[src/design/pts_regs.svh]
/*
 * Command codes, bit positions, reset values and timing counts of the
 * telemetry and vendor fault status block.
 * Assumes it is included by bare name from the modules that use it.
 */
`ifndef PTS_REGS_SVH
`define PTS_REGS_SVH

// Command codes of the read-only registers
`define PTS_CMD_VENDOR_STATUS  8'h80
`define PTS_CMD_VIN            8'h88
`define PTS_CMD_VOUT           8'h8b
`define PTS_CMD_IOUT           8'h8c
`define PTS_CMD_TEMP_INT       8'h8d
`define PTS_CMD_TEMP_EXT       8'h8f
`define PTS_CMD_DUTY           8'h94

// Vendor fault status bit positions
`define PTS_BIT_PHASE          6
`define PTS_BIT_DDC            4
`define PTS_BIT_SYNC           3
`define PTS_BIT_GROUP          2
`define PTS_BIT_STAGE          1
`define PTS_BIT_FAULT_BUS      0
`define PTS_VENDOR_RESET       8'h00
`define PTS_VENDOR_MASK        8'h5f

// Communication error status bit positions
`define PTS_CML_BIT_INVALID    7
`define PTS_CML_BIT_ACCESS     1
`define PTS_CML_RESET          8'h00

// Data lengths in bytes
`define PTS_LEN_STATUS         2'd1
`define PTS_LEN_TELEMETRY      2'd2

// Fixed exponents of the measurement words and the pin offset in mV
`define PTS_VOUT_EXP           -13
`define PTS_THERMAL_MONITOR_PIN_EXP           -3
`define PTS_THERMAL_MONITOR_PIN_OFFSET_MV     16'sd600
`define PTS_VIN_EXP            -6
`define PTS_IOUT_EXP           -4
`define PTS_TINT_EXP           -2
`define PTS_DUTY_EXP           -5

// Telemetry refresh period
`define PTS_CLK_MHZ            10
`define PTS_SAMPLE_PERIOD_US   100
`define PTS_SAMPLE_CYCLES      (`PTS_SAMPLE_PERIOD_US * `PTS_CLK_MHZ)

`endif

[src/design/pts_pkg.sv]
/*
 * Types shared by the telemetry and vendor fault status block.
 * Assumes nothing beyond a SystemVerilog compiler.
 */
package pts_pkg;

    // Command from the bus transaction layer
    typedef struct packed {
        logic       valid;   // One-cycle request strobe
        logic       write;   // Host tries to write
        logic [7:0] code;    // Command code
        logic [1:0] len;     // Bytes the host asks for
    } pts_cmd_t;

    // Asynchronous fault indications from pins
    typedef struct packed {
        logic phaseFail;       // Phase of sharing group failed
        logic ddcError;        // Inter-device bus error
        logic syncLost;        // External clock lost
        logic groupFault;      // Fault spread through group
        logic stageOverLimit;  // Thermal monitor pin above 2.5 V
        logic enableFaultBus;  // Shut down by enable pin
    } pts_fault_t;

    // Static configuration from the controller
    typedef struct packed {
        logic sharedRail;      // Part of a current sharing rail
        logic enableIsBus;     // Enable pin used as fault line
        logic tmonOtEnable;    // Thermal monitor used for over-temperature
    } pts_cfg_t;

    // Raw measurements from the converter logic
    typedef struct packed {
        logic signed [15:0] vin;     // Input voltage, fixed LSB
        logic        [15:0] vout;    // Output voltage, unsigned
        logic signed [15:0] iout;    // Output current, fixed LSB
        logic signed [15:0] tint;    // Internal temperature
        logic signed [15:0] tmonMv;  // Thermal monitor pin in mV
        logic signed [15:0] duty;    // Duty cycle, fixed LSB
        logic               pwmActive;
        logic               enabled;
    } pts_meas_t;

    // Read-out sequencer states, one-hot
    typedef enum logic [2:0] {
        PTS_IDLE = 3'b001,
        PTS_LOW  = 3'b010,
        PTS_HIGH = 3'b100
    } pts_state_t;

endpackage

[src/design/pts_telemetry_status.sv]
/*
 * Read-only status and telemetry registers behind the serial management
 * command port: vendor fault byte, six telemetry words, read sequencer,
 * communication error flags and the thermal monitor latch-off.
 * Assumes a transaction layer that hands over one decoded command at a
 * time and sends the returned bytes on the bus in the order given.
 */
// What this block does
// - Fault byte at 80h, zero after reset
// - Bit 6: sharing phase failed on rail
// - Bit 4: inter-device bus error seen
// - Bit 3: external clock sync lost
// - Bit 2: fault spread through fault group
// - Bit 1: power stage pulled monitor high
// - Bit 0: enable-pin fault line shutdown
// - Input voltage word at 88h
// - Telemetry reads carry exactly two bytes
// - Linear-11 value is mantissa times two^exponent
// - Output voltage unsigned, exponent -13, at 8Bh
// - Current at 8Ch, none while unregulated
// - Internal temperature Linear-11 at 8Dh
// - Pin temperature (V-0.6)/0.008 at 8Fh
// - Monitor above 2.5 V latches shutdown
// - Duty cycle while enabled at 94h
// - Writes to these registers flag error
`timescale 1ns/1ps
`include "pts_regs.svh"
module pts_telemetry_status #(
    parameter int SAMPLE_CYCLES = `PTS_SAMPLE_CYCLES
) (
    input  wire logic               ref_clk,
    input  wire logic               arst_n,
    input  wire pts_pkg::pts_cmd_t  cmd,
    input  wire logic               clearFaults,
    input  wire pts_pkg::pts_fault_t faultPins,
    input  wire pts_pkg::pts_cfg_t  cfg,
    input  wire pts_pkg::pts_meas_t meas,
    output logic                    busy,
    output logic                    rspValid,
    output logic [7:0]              rspByte,
    output logic                    rspLast,
    output logic [7:0]              cmlStatus,
    output logic [7:0]              vendorStatus,
    output logic                    shutdownLatched
);
    import pts_pkg::*;

    // Refuse a refresh period the counter cannot hold
    if (SAMPLE_CYCLES < 1 || SAMPLE_CYCLES > 65535) begin : gSampleCheck
        $error("pts_telemetry_status: SAMPLE_CYCLES out of range");
    end

    // Synchronised fault levels
    pts_fault_t faultSync;            // Pin levels after two flops
    logic [7:0] vendorSet;            // Fault bits raised this cycle
    logic [7:0] vendorQ;              // Sticky fault byte
    logic [7:0] vendorD;              // Next fault byte
    logic       shutdownQ;            // Thermal latch-off

    // Telemetry shadow registers
    logic [15:0] vinW;                // Packed input voltage
    logic [15:0] ioutW;               // Packed output current
    logic [15:0] tintW;               // Packed internal temperature
    logic [15:0] textW;               // Packed pin temperature
    logic [15:0] dutyW;               // Packed duty cycle
    logic signed [15:0] tmonDelta;    // Pin voltage above 0.6 V, mV
    logic [15:0] vinQ;                // Held input voltage
    logic [15:0] voutQ;               // Held output voltage
    logic [15:0] ioutQ;               // Held output current
    logic [15:0] tintQ;               // Held internal temperature
    logic [15:0] textQ;               // Held pin temperature
    logic [15:0] dutyQ;               // Held duty cycle

    // Refresh divider
    logic [15:0] divQ;                // Cycles since last refresh
    logic        samplePulse;         // One-cycle refresh enable

    // Command decode and read-out
    pts_state_t  stateQ;              // Sequencer state
    pts_state_t  stateD;              // Next sequencer state
    logic        cmdTaken;            // Command accepted this cycle
    logic [1:0]  codeLen;             // Bytes of the code, zero if unknown
    logic        lenBad;              // Host asked the wrong count
    logic        writeBad;            // Host tried a write
    logic [15:0] readWord;            // Selected register contents
    logic [15:0] wordQ;               // Word being sent
    logic        twoByteQ;            // Word has a high byte
    logic [7:0]  cmlQ;                // Communication error flags
    logic [7:0]  cmlSet;              // Error bits raised this cycle
    logic        rspValidQ;           // Byte strobe
    logic [7:0]  rspByteQ;            // Byte out
    logic        rspLastQ;            // Final byte marker
    logic        busyQ;               // Sequencer not idle

    // Length of each known command, zero when unsupported
    function automatic logic [1:0] code_len(input logic [7:0] c);
        case (c)
            `PTS_CMD_VENDOR_STATUS: return `PTS_LEN_STATUS;
            `PTS_CMD_VIN,
            `PTS_CMD_VOUT,
            `PTS_CMD_IOUT,
            `PTS_CMD_TEMP_INT,
            `PTS_CMD_TEMP_EXT,
            `PTS_CMD_DUTY:          return `PTS_LEN_TELEMETRY;
            default:                return 2'd0;
        endcase
    endfunction

    // Fault pins cross into the clock domain
    pts_sync #(
        .WIDTH ($bits(pts_fault_t))
    ) uFaultSync (
        .ref_clk (ref_clk),
        .arst_n  (arst_n),
        .din     (faultPins),
        .dout    (faultSync)
    );

    // Fault bits raised by synchronised conditions
    assign vendorSet[7] = 1'b0;
    assign vendorSet[`PTS_BIT_PHASE] = faultSync.phaseFail & cfg.sharedRail;
    assign vendorSet[5] = 1'b0;
    assign vendorSet[`PTS_BIT_DDC] = faultSync.ddcError;
    assign vendorSet[`PTS_BIT_SYNC] = faultSync.syncLost;
    assign vendorSet[`PTS_BIT_GROUP] = faultSync.groupFault;
    assign vendorSet[`PTS_BIT_STAGE] = faultSync.stageOverLimit;
    assign vendorSet[`PTS_BIT_FAULT_BUS] = faultSync.enableFaultBus & cfg.enableIsBus;

    // Clear drops old bits but a fresh event survives
    assign vendorD = (clearFaults ? vendorSet : (vendorQ | vendorSet)) & `PTS_VENDOR_MASK;

    // Sticky fault byte
    always_ff @(posedge ref_clk or negedge arst_n) begin
        if (!arst_n) begin
            vendorQ <= `PTS_VENDOR_RESET;
        end else begin
            vendorQ <= vendorD;
        end
    end

    // Thermal monitor over limit latches the converter off until reset
    always_ff @(posedge ref_clk or negedge arst_n) begin
        if (!arst_n) begin
            shutdownQ <= 1'b0;
        end else if (cfg.tmonOtEnable && faultSync.stageOverLimit) begin
            shutdownQ <= 1'b1;
        end
    end

    // Pin temperature: (mV - 600) / 8 gives degrees
    assign tmonDelta = meas.tmonMv - `PTS_THERMAL_MONITOR_PIN_OFFSET_MV;

    // Linear-11 packers
    pts_linear11 #(.EXP(`PTS_VIN_EXP)) uPackVin (
        .raw  (meas.vin),
        .word (vinW)
    );
    pts_linear11 #(.EXP(`PTS_IOUT_EXP)) uPackIout (
        .raw  (meas.iout),
        .word (ioutW)
    );
    pts_linear11 #(.EXP(`PTS_TINT_EXP)) uPackTint (
        .raw  (meas.tint),
        .word (tintW)
    );
    pts_linear11 #(.EXP(`PTS_THERMAL_MONITOR_PIN_EXP)) uPackText (
        .raw  (tmonDelta),
        .word (textW)
    );
    pts_linear11 #(.EXP(`PTS_DUTY_EXP)) uPackDuty (
        .raw  (meas.duty),
        .word (dutyW)
    );

    // Refresh divider pulse
    assign samplePulse = (divQ == 16'(SAMPLE_CYCLES - 1));

    // Divider counter
    always_ff @(posedge ref_clk or negedge arst_n) begin
        if (!arst_n) begin
            divQ <= 16'h0000;
        end else begin
            divQ <= samplePulse ? 16'h0000 : divQ + 16'h0001;
        end
    end

    // Telemetry capture on each refresh
    always_ff @(posedge ref_clk or negedge arst_n) begin
        if (!arst_n) begin
            vinQ  <= 16'h0000;
            voutQ <= 16'h0000;
            ioutQ <= 16'h0000;
            tintQ <= 16'h0000;
            textQ <= 16'h0000;
            dutyQ <= 16'h0000;
        end else if (samplePulse) begin
            vinQ  <= vinW;
            voutQ <= meas.vout;
            ioutQ <= meas.pwmActive ? ioutW : 16'h0000;
            tintQ <= tintW;
            textQ <= textW;
            dutyQ <= meas.enabled ? dutyW : 16'h0000;
        end
    end

    // Command checks
    assign cmdTaken = cmd.valid & (stateQ == PTS_IDLE);
    assign codeLen  = code_len(cmd.code);
    assign writeBad = cmd.write & (codeLen != 2'd0);
    assign lenBad   = ~cmd.write & (codeLen != 2'd0) & (cmd.len != codeLen);

    // Error bits raised by the accepted command
    assign cmlSet[`PTS_CML_BIT_INVALID] = cmdTaken & (codeLen == 2'd0);
    assign cmlSet[6:2] = 5'h00;
    assign cmlSet[`PTS_CML_BIT_ACCESS] = cmdTaken & (writeBad | lenBad);
    assign cmlSet[0] = 1'b0;

    // Register selection by command code
    assign readWord = (cmd.code == `PTS_CMD_VENDOR_STATUS) ? {8'h00, vendorQ} :
                      (cmd.code == `PTS_CMD_VIN)           ? vinQ  :
                      (cmd.code == `PTS_CMD_VOUT)          ? voutQ :
                      (cmd.code == `PTS_CMD_IOUT)          ? ioutQ :
                      (cmd.code == `PTS_CMD_TEMP_INT)      ? tintQ :
                      (cmd.code == `PTS_CMD_TEMP_EXT)      ? textQ :
                      (cmd.code == `PTS_CMD_DUTY)          ? dutyQ : 16'h0000;

    // Communication error flags, set wins over clear
    always_ff @(posedge ref_clk or negedge arst_n) begin
        if (!arst_n) begin
            cmlQ <= `PTS_CML_RESET;
        end else begin
            cmlQ <= clearFaults ? cmlSet : (cmlQ | cmlSet);
        end
    end

    // Next state of the read-out sequencer
    always_comb begin
        stateD = stateQ;
        case (stateQ)
            PTS_IDLE: begin
                // Only a clean read starts a reply
                if (cmdTaken && !cmd.write && codeLen != 2'd0 && !lenBad) begin
                    stateD = PTS_LOW;
                end
            end
            PTS_LOW: begin
                // Low byte first, then high if present
                stateD = twoByteQ ? PTS_HIGH : PTS_IDLE;
            end
            PTS_HIGH: begin
                stateD = PTS_IDLE;
            end
            default: begin
                stateD = PTS_IDLE;
            end
        endcase
    end

    // Sequencer state and busy flag
    always_ff @(posedge ref_clk or negedge arst_n) begin
        if (!arst_n) begin
            stateQ <= PTS_IDLE;
            busyQ  <= 1'b0;
        end else begin
            stateQ <= stateD;
            busyQ  <= (stateD != PTS_IDLE);
        end
    end

    // Word held for the reply
    always_ff @(posedge ref_clk or negedge arst_n) begin
        if (!arst_n) begin
            wordQ    <= 16'h0000;
            twoByteQ <= 1'b0;
        end else if (stateQ == PTS_IDLE && stateD == PTS_LOW) begin
            wordQ    <= readWord;
            twoByteQ <= (codeLen == `PTS_LEN_TELEMETRY);
        end
    end

    // Byte stream, low byte first
    always_ff @(posedge ref_clk or negedge arst_n) begin
        if (!arst_n) begin
            rspValidQ <= 1'b0;
            rspByteQ  <= 8'h00;
            rspLastQ  <= 1'b0;
        end else begin
            rspValidQ <= (stateQ != PTS_IDLE);
            rspByteQ  <= (stateQ == PTS_HIGH) ? wordQ[15:8] : wordQ[7:0];
            rspLastQ  <= (stateQ == PTS_HIGH) || (stateQ == PTS_LOW && !twoByteQ);
        end
    end

    // Outputs straight from flops
    assign busy            = busyQ;
    assign rspValid        = rspValidQ;
    assign rspByte         = rspByteQ;
    assign rspLast         = rspLastQ;
    assign cmlStatus       = cmlQ;
    assign vendorStatus    = vendorQ;
    assign shutdownLatched = shutdownQ;

endmodule

[src/design/pts_sync.sv]
/*
 * Two-flop synchroniser for a group of level inputs.
 * Assumes the inputs are levels that stay long enough to be seen.
 */
`timescale 1ns/1ps
module pts_sync #(
    parameter int WIDTH = 6
) (
    input  wire logic             ref_clk,
    input  wire logic             arst_n,
    input  wire logic [WIDTH-1:0] din,
    output logic      [WIDTH-1:0] dout
);

    logic [WIDTH-1:0] metaQ;  // First stage, read only by second

    // Refuse an empty group
    if (WIDTH < 1) begin : gWidthCheck
        $error("pts_sync: WIDTH must be at least 1");
    end

    // Two stages, cleared at reset
    always_ff @(posedge ref_clk or negedge arst_n) begin
        if (!arst_n) begin
            metaQ <= '0;
            dout  <= '0;
        end else begin
            metaQ <= din;
            dout  <= metaQ;
        end
    end

endmodule

[src/design/pts_linear11.sv]
/*
 * Packs a signed value with a fixed LSB exponent into a Linear-11 word.
 * Assumes the input LSB weight is two to the power EXP.
 */
`timescale 1ns/1ps
module pts_linear11 #(
    parameter int EXP = -4
) (
    input  wire logic signed [15:0] raw,
    output logic             [15:0] word
);

    // Exponent must leave room for the shifts below
    if (EXP < -16 || EXP > 10) begin : gExpCheck
        $error("pts_linear11: EXP out of range");
    end

    // Shift right until the mantissa fits eleven signed bits
    function automatic logic [15:0] pack(input logic signed [15:0] v);
        logic signed [15:0] m;
        logic        [4:0]  e;
        m = v;
        e = 5'(EXP);
        for (int i = 0; i < 5; i++) begin
            if (m > 16'sd1023 || m < -16'sd1024) begin
                m = m >>> 1;
                e = e + 5'd1;
            end
        end
        return {e, m[10:0]};
    endfunction

    assign word = pack(raw);

endmodule

[config.mk]
export PLATFORM = sky130hd
export DESIGN_NAME = pts_telemetry_status
export DESIGN_NICKNAME = d
export VERILOG_FILES = /design/src/design/pts_pkg.sv /design/src/design/pts_telemetry_status.sv /design/src/design/pts_sync.sv /design/src/design/pts_linear11.sv
export VERILOG_INCLUDE_DIRS = /design/src /design/src/design
export SDC_FILE = /design/constraint.sdc
export NUM_CORES = 1
export LEC_CHECK = 0
export BUFFER_PORTS_ARGS = -buffer_cell sky130_fd_sc_hd__buf_2
export CORE_UTILIZATION = 35
export DETAILED_ROUTE_END_ITERATION = 12
export GPL_TIMING_DRIVEN = 0
export PLACE_DENSITY = 0.63
export SKIP_CTS_REPAIR_TIMING = 1
export SYNTH_ARGS = -nofsm -noshare
export SYNTH_HDL_FRONTEND = slang
export SYNTH_SLANG_ARGS = --single-unit
[constraint.sdc]
create_clock -name ref_clk -period 2.5 [get_ports ref_clk]
set_clock_uncertainty 0.1 [all_clocks]
set_input_delay 0.5 -clock ref_clk [delete_from_list [all_inputs] [get_ports ref_clk]]
set_output_delay 0.5 -clock ref_clk [all_outputs]
set_load 0.05 [all_outputs]
* Word level (Yosys, flattened, before mapping)
Index checks and enable logic that the tools add are counted.
** Operators by class
- Add/sub/neg operators :: 22
- Multiply operators :: 0
- Divide/modulo/power cells :: 0
- Magnitude comparators :: 50
- Eq/ne operators :: 16
- Shifts and indexed selects :: 0
- Mux-type cells :: 67
- Bitwise gates (word level) :: 12
- Reductions and logical operators :: 38
** Operators with widths (count)
- greater-than comparator 16 x 11 -> 1 bit, second input constant :: 25
- < comparator 16 x 11 -> 1 bit, second input constant :: 25
- two-way mux 15 bit :: 20
- two-way mux 16 bit :: 10
- adder 5 x 1 -> 5 bit, second input constant :: 20
- two-way mux 5 bit :: 20
- equality test 8 bit, second input constant :: 7
- two-way mux 11 bit :: 5
- logical OR 1 bit :: 26
- adder 16 x 1 -> 16 bit, second input constant :: 1
- equality test 16 x 10 -> 1 bit, second input constant :: 1
- two-way mux 8 bit :: 2
- subtractor 16 x 11 -> 16 bit, second input constant :: 1
- two-way mux 3 bit :: 3
- AND 1 bit :: 8
- OR 8 bit :: 1
- two-way mux 7 bit :: 1
- OR 7 bit :: 1
- equality test 3 x 2 -> 1 bit, second input constant :: 2
- logical AND 1 bit :: 6
- != test 3 x 1 -> 1 bit, second input constant :: 2
- one-hot mux 3 bit (2 select lines) :: 1
- OR reduction 6 bit :: 1
- one-hot mux 2 bit (2 select lines) :: 1
- other kinds (11) :: 15
** Storage, ports and cells
- Bits in registers :: 170
- Bits in latches :: 0
- RAM bits :: 0
- ROM bits :: 0
- Input bits :: 122
- Logic and storage cells :: 224
- Memories kept :: 0

* Longest topological paths before layout
- Depth in word-level cells :: 16
- Mapped depth :: 18
- Mapped depth without buffers :: 15

* Cells and area by module
A second synthesis with hierarchy kept.
** Unflattened totals
- Cell total of the unflattened synthesis :: 1607
- Area total of the unflattened synthesis :: 12867.3 µm²
** Modules (own cells, without submodules)
- pts_telemetry_status :: times used 1, cells each 803, area each 7277.0 µm², sequential area each 3804.9 µm²
- pts_linear11 at uPackTint :: times used 1, cells each 181, area each 1247.4 µm², sequential area each 0.0 µm²
- pts_linear11 at uPackVin :: times used 1, cells each 191, area each 1222.4 µm², sequential area each 0.0 µm²
- pts_linear11 at uPackIout :: times used 1, cells each 177, area each 1158.6 µm², sequential area each 0.0 µm²
- pts_linear11 at uPackText :: times used 1, cells each 128, area each 838.3 µm², sequential area each 0.0 µm²
- pts_linear11 at uPackDuty :: times used 1, cells each 115, area each 823.3 µm², sequential area each 0.0 µm²
- pts_sync :: times used 1, cells each 12, area each 300.3 µm², sequential area each 300.3 µm²

* Least setup slack after synthesis
OpenSTA, ideal clock, no wires.
- Path type :: input to register
- Start point :: in meas[21] in the netlist's numbering
- End point :: reg textQ[13]
- Library setup time :: 0.131 ns
- Arrival time :: 3.831 ns
- Slack :: -1.562 ns
- Stages :: 16
- Cells stage by stage :: ha_1 -> o211a_1 -> or4b_4 -> xor2_2 -> and3_1 -> buf_2 -> nand4_1 -> and2_4 -> buf_6 -> inv_1 -> fa_1 -> xnor2_1 -> ha_1 -> nand2_1 -> xnor2_1 -> o21ai_1
** Between the ends
- Longest elaborated chain between the ends :: 16
- Elaborated cells between the ends (all ways) :: 29
- Classes of those cells :: add/sub (5); order compare (10); mux (9); reduce/logical (5)
** RTL lines
- start, declared :: line pts_telemetry_status.sv:37 : input wire pts_pkg::pts_meas_t meas,
- subtractor 16 x 11 -> 16 bit (no source line) (*)
- greater-than comparator 16 x 11 -> 1 bit / < comparator 16 x 11 -> 1 bit (equally long branches) :: line pts_linear11.sv:25 : if (m > 16'sd1023 || m < -16'sd1024) begin
- logical OR 1 bit :: line pts_linear11.sv:25
- two-way mux 15 bit :: line pts_linear11.sv:25
- greater-than comparator 16 x 11 -> 1 bit / < comparator 16 x 11 -> 1 bit (equally long branches) :: line pts_linear11.sv:25
- logical OR 1 bit :: line pts_linear11.sv:25
- two-way mux 15 bit :: line pts_linear11.sv:25
- greater-than comparator 16 x 11 -> 1 bit / < comparator 16 x 11 -> 1 bit (equally long branches) :: line pts_linear11.sv:25
- logical OR 1 bit :: line pts_linear11.sv:25
- two-way mux 15 bit :: line pts_linear11.sv:25
- greater-than comparator 16 x 11 -> 1 bit / < comparator 16 x 11 -> 1 bit (equally long branches) :: line pts_linear11.sv:25
- logical OR 1 bit :: line pts_linear11.sv:25
- two-way mux 15 bit :: line pts_linear11.sv:25
- greater-than comparator 16 x 11 -> 1 bit / < comparator 16 x 11 -> 1 bit (equally long branches) :: line pts_linear11.sv:25
- logical OR 1 bit :: line pts_linear11.sv:25
- two-way mux 5 bit (*) :: line pts_linear11.sv:25
- end signal, assigned :: line pts_telemetry_status.sv:201 : textQ <= textW;
- end, declared :: line pts_telemetry_status.sv:71 : logic [15:0] textQ;
Every way passes the cells marked *; elsewhere a longest branch is shown, timed or not.
A chain may end at the register's enable or synchronous reset.

* Worst setup path after layout
Ends and elaborated chain as after synthesis.

==> results.txt <==
----------------------------------------------------
[Logic synthesis]
  Sequential element share of the synthesized area ... 37.01%
  Cell Area, Synth ... 11,090 um2
  Top flip-flop cell by instance count after synthesis ... dfrtp_1
  Post-synth ARST share ... 100.0%
  Synth Instances ... 1,286
  Biggest area contributors in the synthesized netlist ... dfrtp_1 37%, mux2i_1 12%, nand2_1 7.4%, o21ai_0 5.4%, xnor2_1 3.3%
  Synthesis Warnings ... 0
  Post-synth EDFFs ... 0
  Largest area contributor in the netlist ... dfrtp_1
  Area fraction of the dominant cell type after synthesis ... 36.77%
  Netlist cell types ... 76
  Average size of a mapped cell ... 8.626 um2
  Count of state elements after synthesis ... 164

[Critical path]
  Delay of the slowest cell on the worst path ... 0.53 ns
  Critical Path Slowest Stage Cell ... or4b_4
  Arrival time at the worst endpoint ... 3.87 ns
  Critical path start-end classification ... in -> reg
  Register-to-Register Path Depth ... 6
  Crit start category ... primary input
  Critical path, cell by cell ... buf_12, ha_4, o211a_1, or4b_4, xor2_4, buf_12, a2111oi_4, buf_4, nand3_4, and2_4, inv_4, fa_2, xnor2_4, ha_4, nand2_4, xnor2_2, o21ai_1
  Crit. End Element ... register
  Biggest fanout along the worst timing path ... 5
  Crit path required time ... 2.71 ns

[Route]
  Total iterations of the first detailed-routing run ... 9
  Total detailed-routing wirelength ... 32.56 mm
  Detail-routed via count per cell ... 5.415
  Count of unresolved DRC violations after routing ... 1
  Count of antenna-violating nets left after detailed routing ... 0
  Average wire per standard cell ... 16.91 um
  Initial DRC Count ... 655
  Total via count after detailed routing ... 10,420

[Placement]
  Number of placed cells counting well taps ... 1,824
  Global placer's final weighted congestion ... 0.8707
  Post-detailed-placement half-perimeter wirelength ... 24.06 mm
  Count of buffers inserted at the top-level ports ... 134
  Pre-CTS setup slack ... -2.008 ns

[Outcome]
  Violated checks ... DRC, setup timing
  Result of the run ... finished, violations left

[Final layout]
  Most common cell after layout, fill and taps aside ... nand2_1
  Total Nets Final ... 1,668
  Non-filler cells in the finished layout ... 1,925
  Count of inserted antenna diode cells ... 0
  Area growth from synthesis to layout ... 33.74%
  Share of final-layout standard cells stronger than drive strength 1 ... 28.78%
  Filler cell count in the final layout ... 2,892
  Top library cells by usage in the layout, fill and taps aside ... 214 x nand2_1, 163 x dfrtp_1, 127 x buf_2

[Die]
  Number of top-level design ports ... 150
  Die ar. ... 32,410 um2
  Die X-Extent ... 180.0 um
  Effective utilization at floorplan ... 35.89%
  Placement Rows ... 64
  Die Y-Extent ... 180.0 um
  Std-Cell Core Area ... 30,910 um2

[Clock tree]
  CTS H-tree lvls ... 4
  Clock tree from TritonCTS ... built
  Maximum buffer depth of the clock tree ... 2
  Root buffer cell ... clkbuf_16
  Worst-Skew Late Latency ... 0.44 ns
  Clock-pin slew on the worst setup and hold paths ... 0.08 ns
  Num CTS Buffers ... 17
  Sinks on Clock Net ... 164

[STA]
  RSZ-0062 raised after global routing ... yes
  Maximum clock rate ... 273.2 MHz
  Count of endpoints failing setup in the final report ... 50
  Least setup slack across all paths after layout ... -1.160 ns
  Post-layout min period ... 3.660 ns
  Total count of max-transition violations in the final report ... 0
  Worst Max-Slew Pin Slew ... 1.251 ns
  Final-report hold violation count ... 0
  Tightest slew margin relative to the limit ... 16.40%
  Post-route fraction of the period consumed by the critical path ... 146.4%

[Worst hold path]
  Path category of the worst min-delay check ... in -> reg
  Worst hold path depth ... 1

[Pwr]
  Leakage power figure ... 6.561 nW
  Power density normalized to cell area ... 477.2 nW/um2
  VDD IR-drop max ... 0.5407 mV

[Global routing]
  Number of global-route vias before repair ... 9,385
  Wire length of the first global-routing pass ... 49.47 mm
  Total congestion overflow ... 0
  Pin count of the biggest net entering global routing ... 105
  Global router's overall resource usage ... 18.95%
  Antenna violations before repair ... 0

[Flow run]
  Count of max-cap constraint violations ... 0

----------------------------------------------------
[cell families after synthesis]
logic type               after synthesis  share of synthesized area (%)
multiplexers                         147                          13.43
XOR/XNOR                              58                          4.647
AO/OA/AOI/OAI                        328                          18.97
adder cells (fa/ha/maj)               30                          3.654
flip-flops                           164                          37.01
other                                  1                        0.03380
buffers and inverters                113                          4.286
AND/OR/NAND/NOR                      445                          17.97
[state kept, by name (all words and copies together), names as in the netlist]
register          flops
busy                  1
cmlStatus             2
divQ                 16
dutyQ                16
ioutQ                16
rspByte               8
rspLast               1
rspValid              1
shutdownLatched       1
stateQ                3
textQ                16
tintQ                16
twoByteQ              1
uFaultSync.dout       6
uFaultSync.metaQ      6
vendorStatus          6
vinQ                 16
voutQ                16
wordQ                16
[per-layer routing]
metal  part of all wire [%]  routed length, um  up-vias  track usage (%)
li1                       -                  -     5070                -
met1                     46              14860     5036            26.47
met2                     48              15600      278            30.12
met3                    5.0               1619       39            3.153
met4                    1.5                485        0            5.402
met5                      0                  0        -                0
[cell usage after synthesis, types with 7 or more instances]
cell type,instances
nand2_1,218
a211oi_1,8
a22oi_1,21
inv_1,36
a21o_1,8
o211ai_1,7
a22o_1,10
ha_1,26
buf_4,9
nor4_1,7
xnor2_1,42
a221oi_1,22
nor2_1,88
nand4_1,11
o21ai_0,119
nor3_1,29
dfrtp_1,163
xor2_1,15
nand3_1,31
or3_1,10
clkbuf_1,57
mux2_2,15
and3_1,10
a21oi_1,65
mux2i_1,132
o31ai_1,13
o22ai_1,9
[worst max-delay path, delay by kind of cell]
| kind | cells | cell delay, ns |
|---|---|---|
| AOI/OAI and AO/OA | 3 | 0.63 |
| xor gates and xnor gates | 3 | 0.61 |
| adders and majority gates | 3 | 0.79 |
| buffers and inverters | 4 | 0.49 |
| and+or+nand+nor | 4 | 0.85 |
[final cells by class]
class	instances	area (um2)	share of cell area (%)
plain buffers	74	551.8	3.719
flip-flops and latches	164	4105	27.67
well taps	396	495.5	3.340
clock inverters	15	182.7	1.231
inverters	37	161.4	1.088
repair buffers	206	1361	9.176
multi-input cells	1016	7552	50.91
clock buffers	17	425.4	2.868
[final timing paths]
path | startpoint | end | slack (ns)
hold reg to reg | uFaultSync.metaQ[4] | uFaultSync.dout[4] | 0.25
setup reg to reg | divQ[12] | dutyQ[14] | -0.14
setup / recovery | meas[21] | textQ[13] | -1.16
hold / removal | faultPins[0] | uFaultSync.metaQ[0] | 0.06
min in group asynchronous | arst_n | rspLast | 0.49
max in group asynchronous | arst_n | tintQ[10] | 0.95
[where the power goes]
group	total, mW	internal (mW)	switching [mW]
combinational	1.72	0.739	0.978
clock	2.66	1.36	1.30
sequential	2.70	2.68	0.0207
[stage by stage]
stage | setup TNS (ns) | util [%] | hold slack [ns] | instance area, um2 | total power, mW
detailed placement | -64.81 | 41.86 | 0.2389 | 12940 | 4.173
global route | -32.51 | 48.00 | 0.05160 | 14840 | 7.393
global placement | -345.05 | 41.74 | 0.2342 | 12900 | 4.142
finish | -19.89 | 48.00 | 0.06158 | 14840 | 7.080
floorplan | -26.60 | - | 0.1044 | 11740 | 3.738
CTS | -29.10 | 43.83 | -0.09430 | 13550 | 6.826
Note: power is estimated with default switching activity, not from simulation.
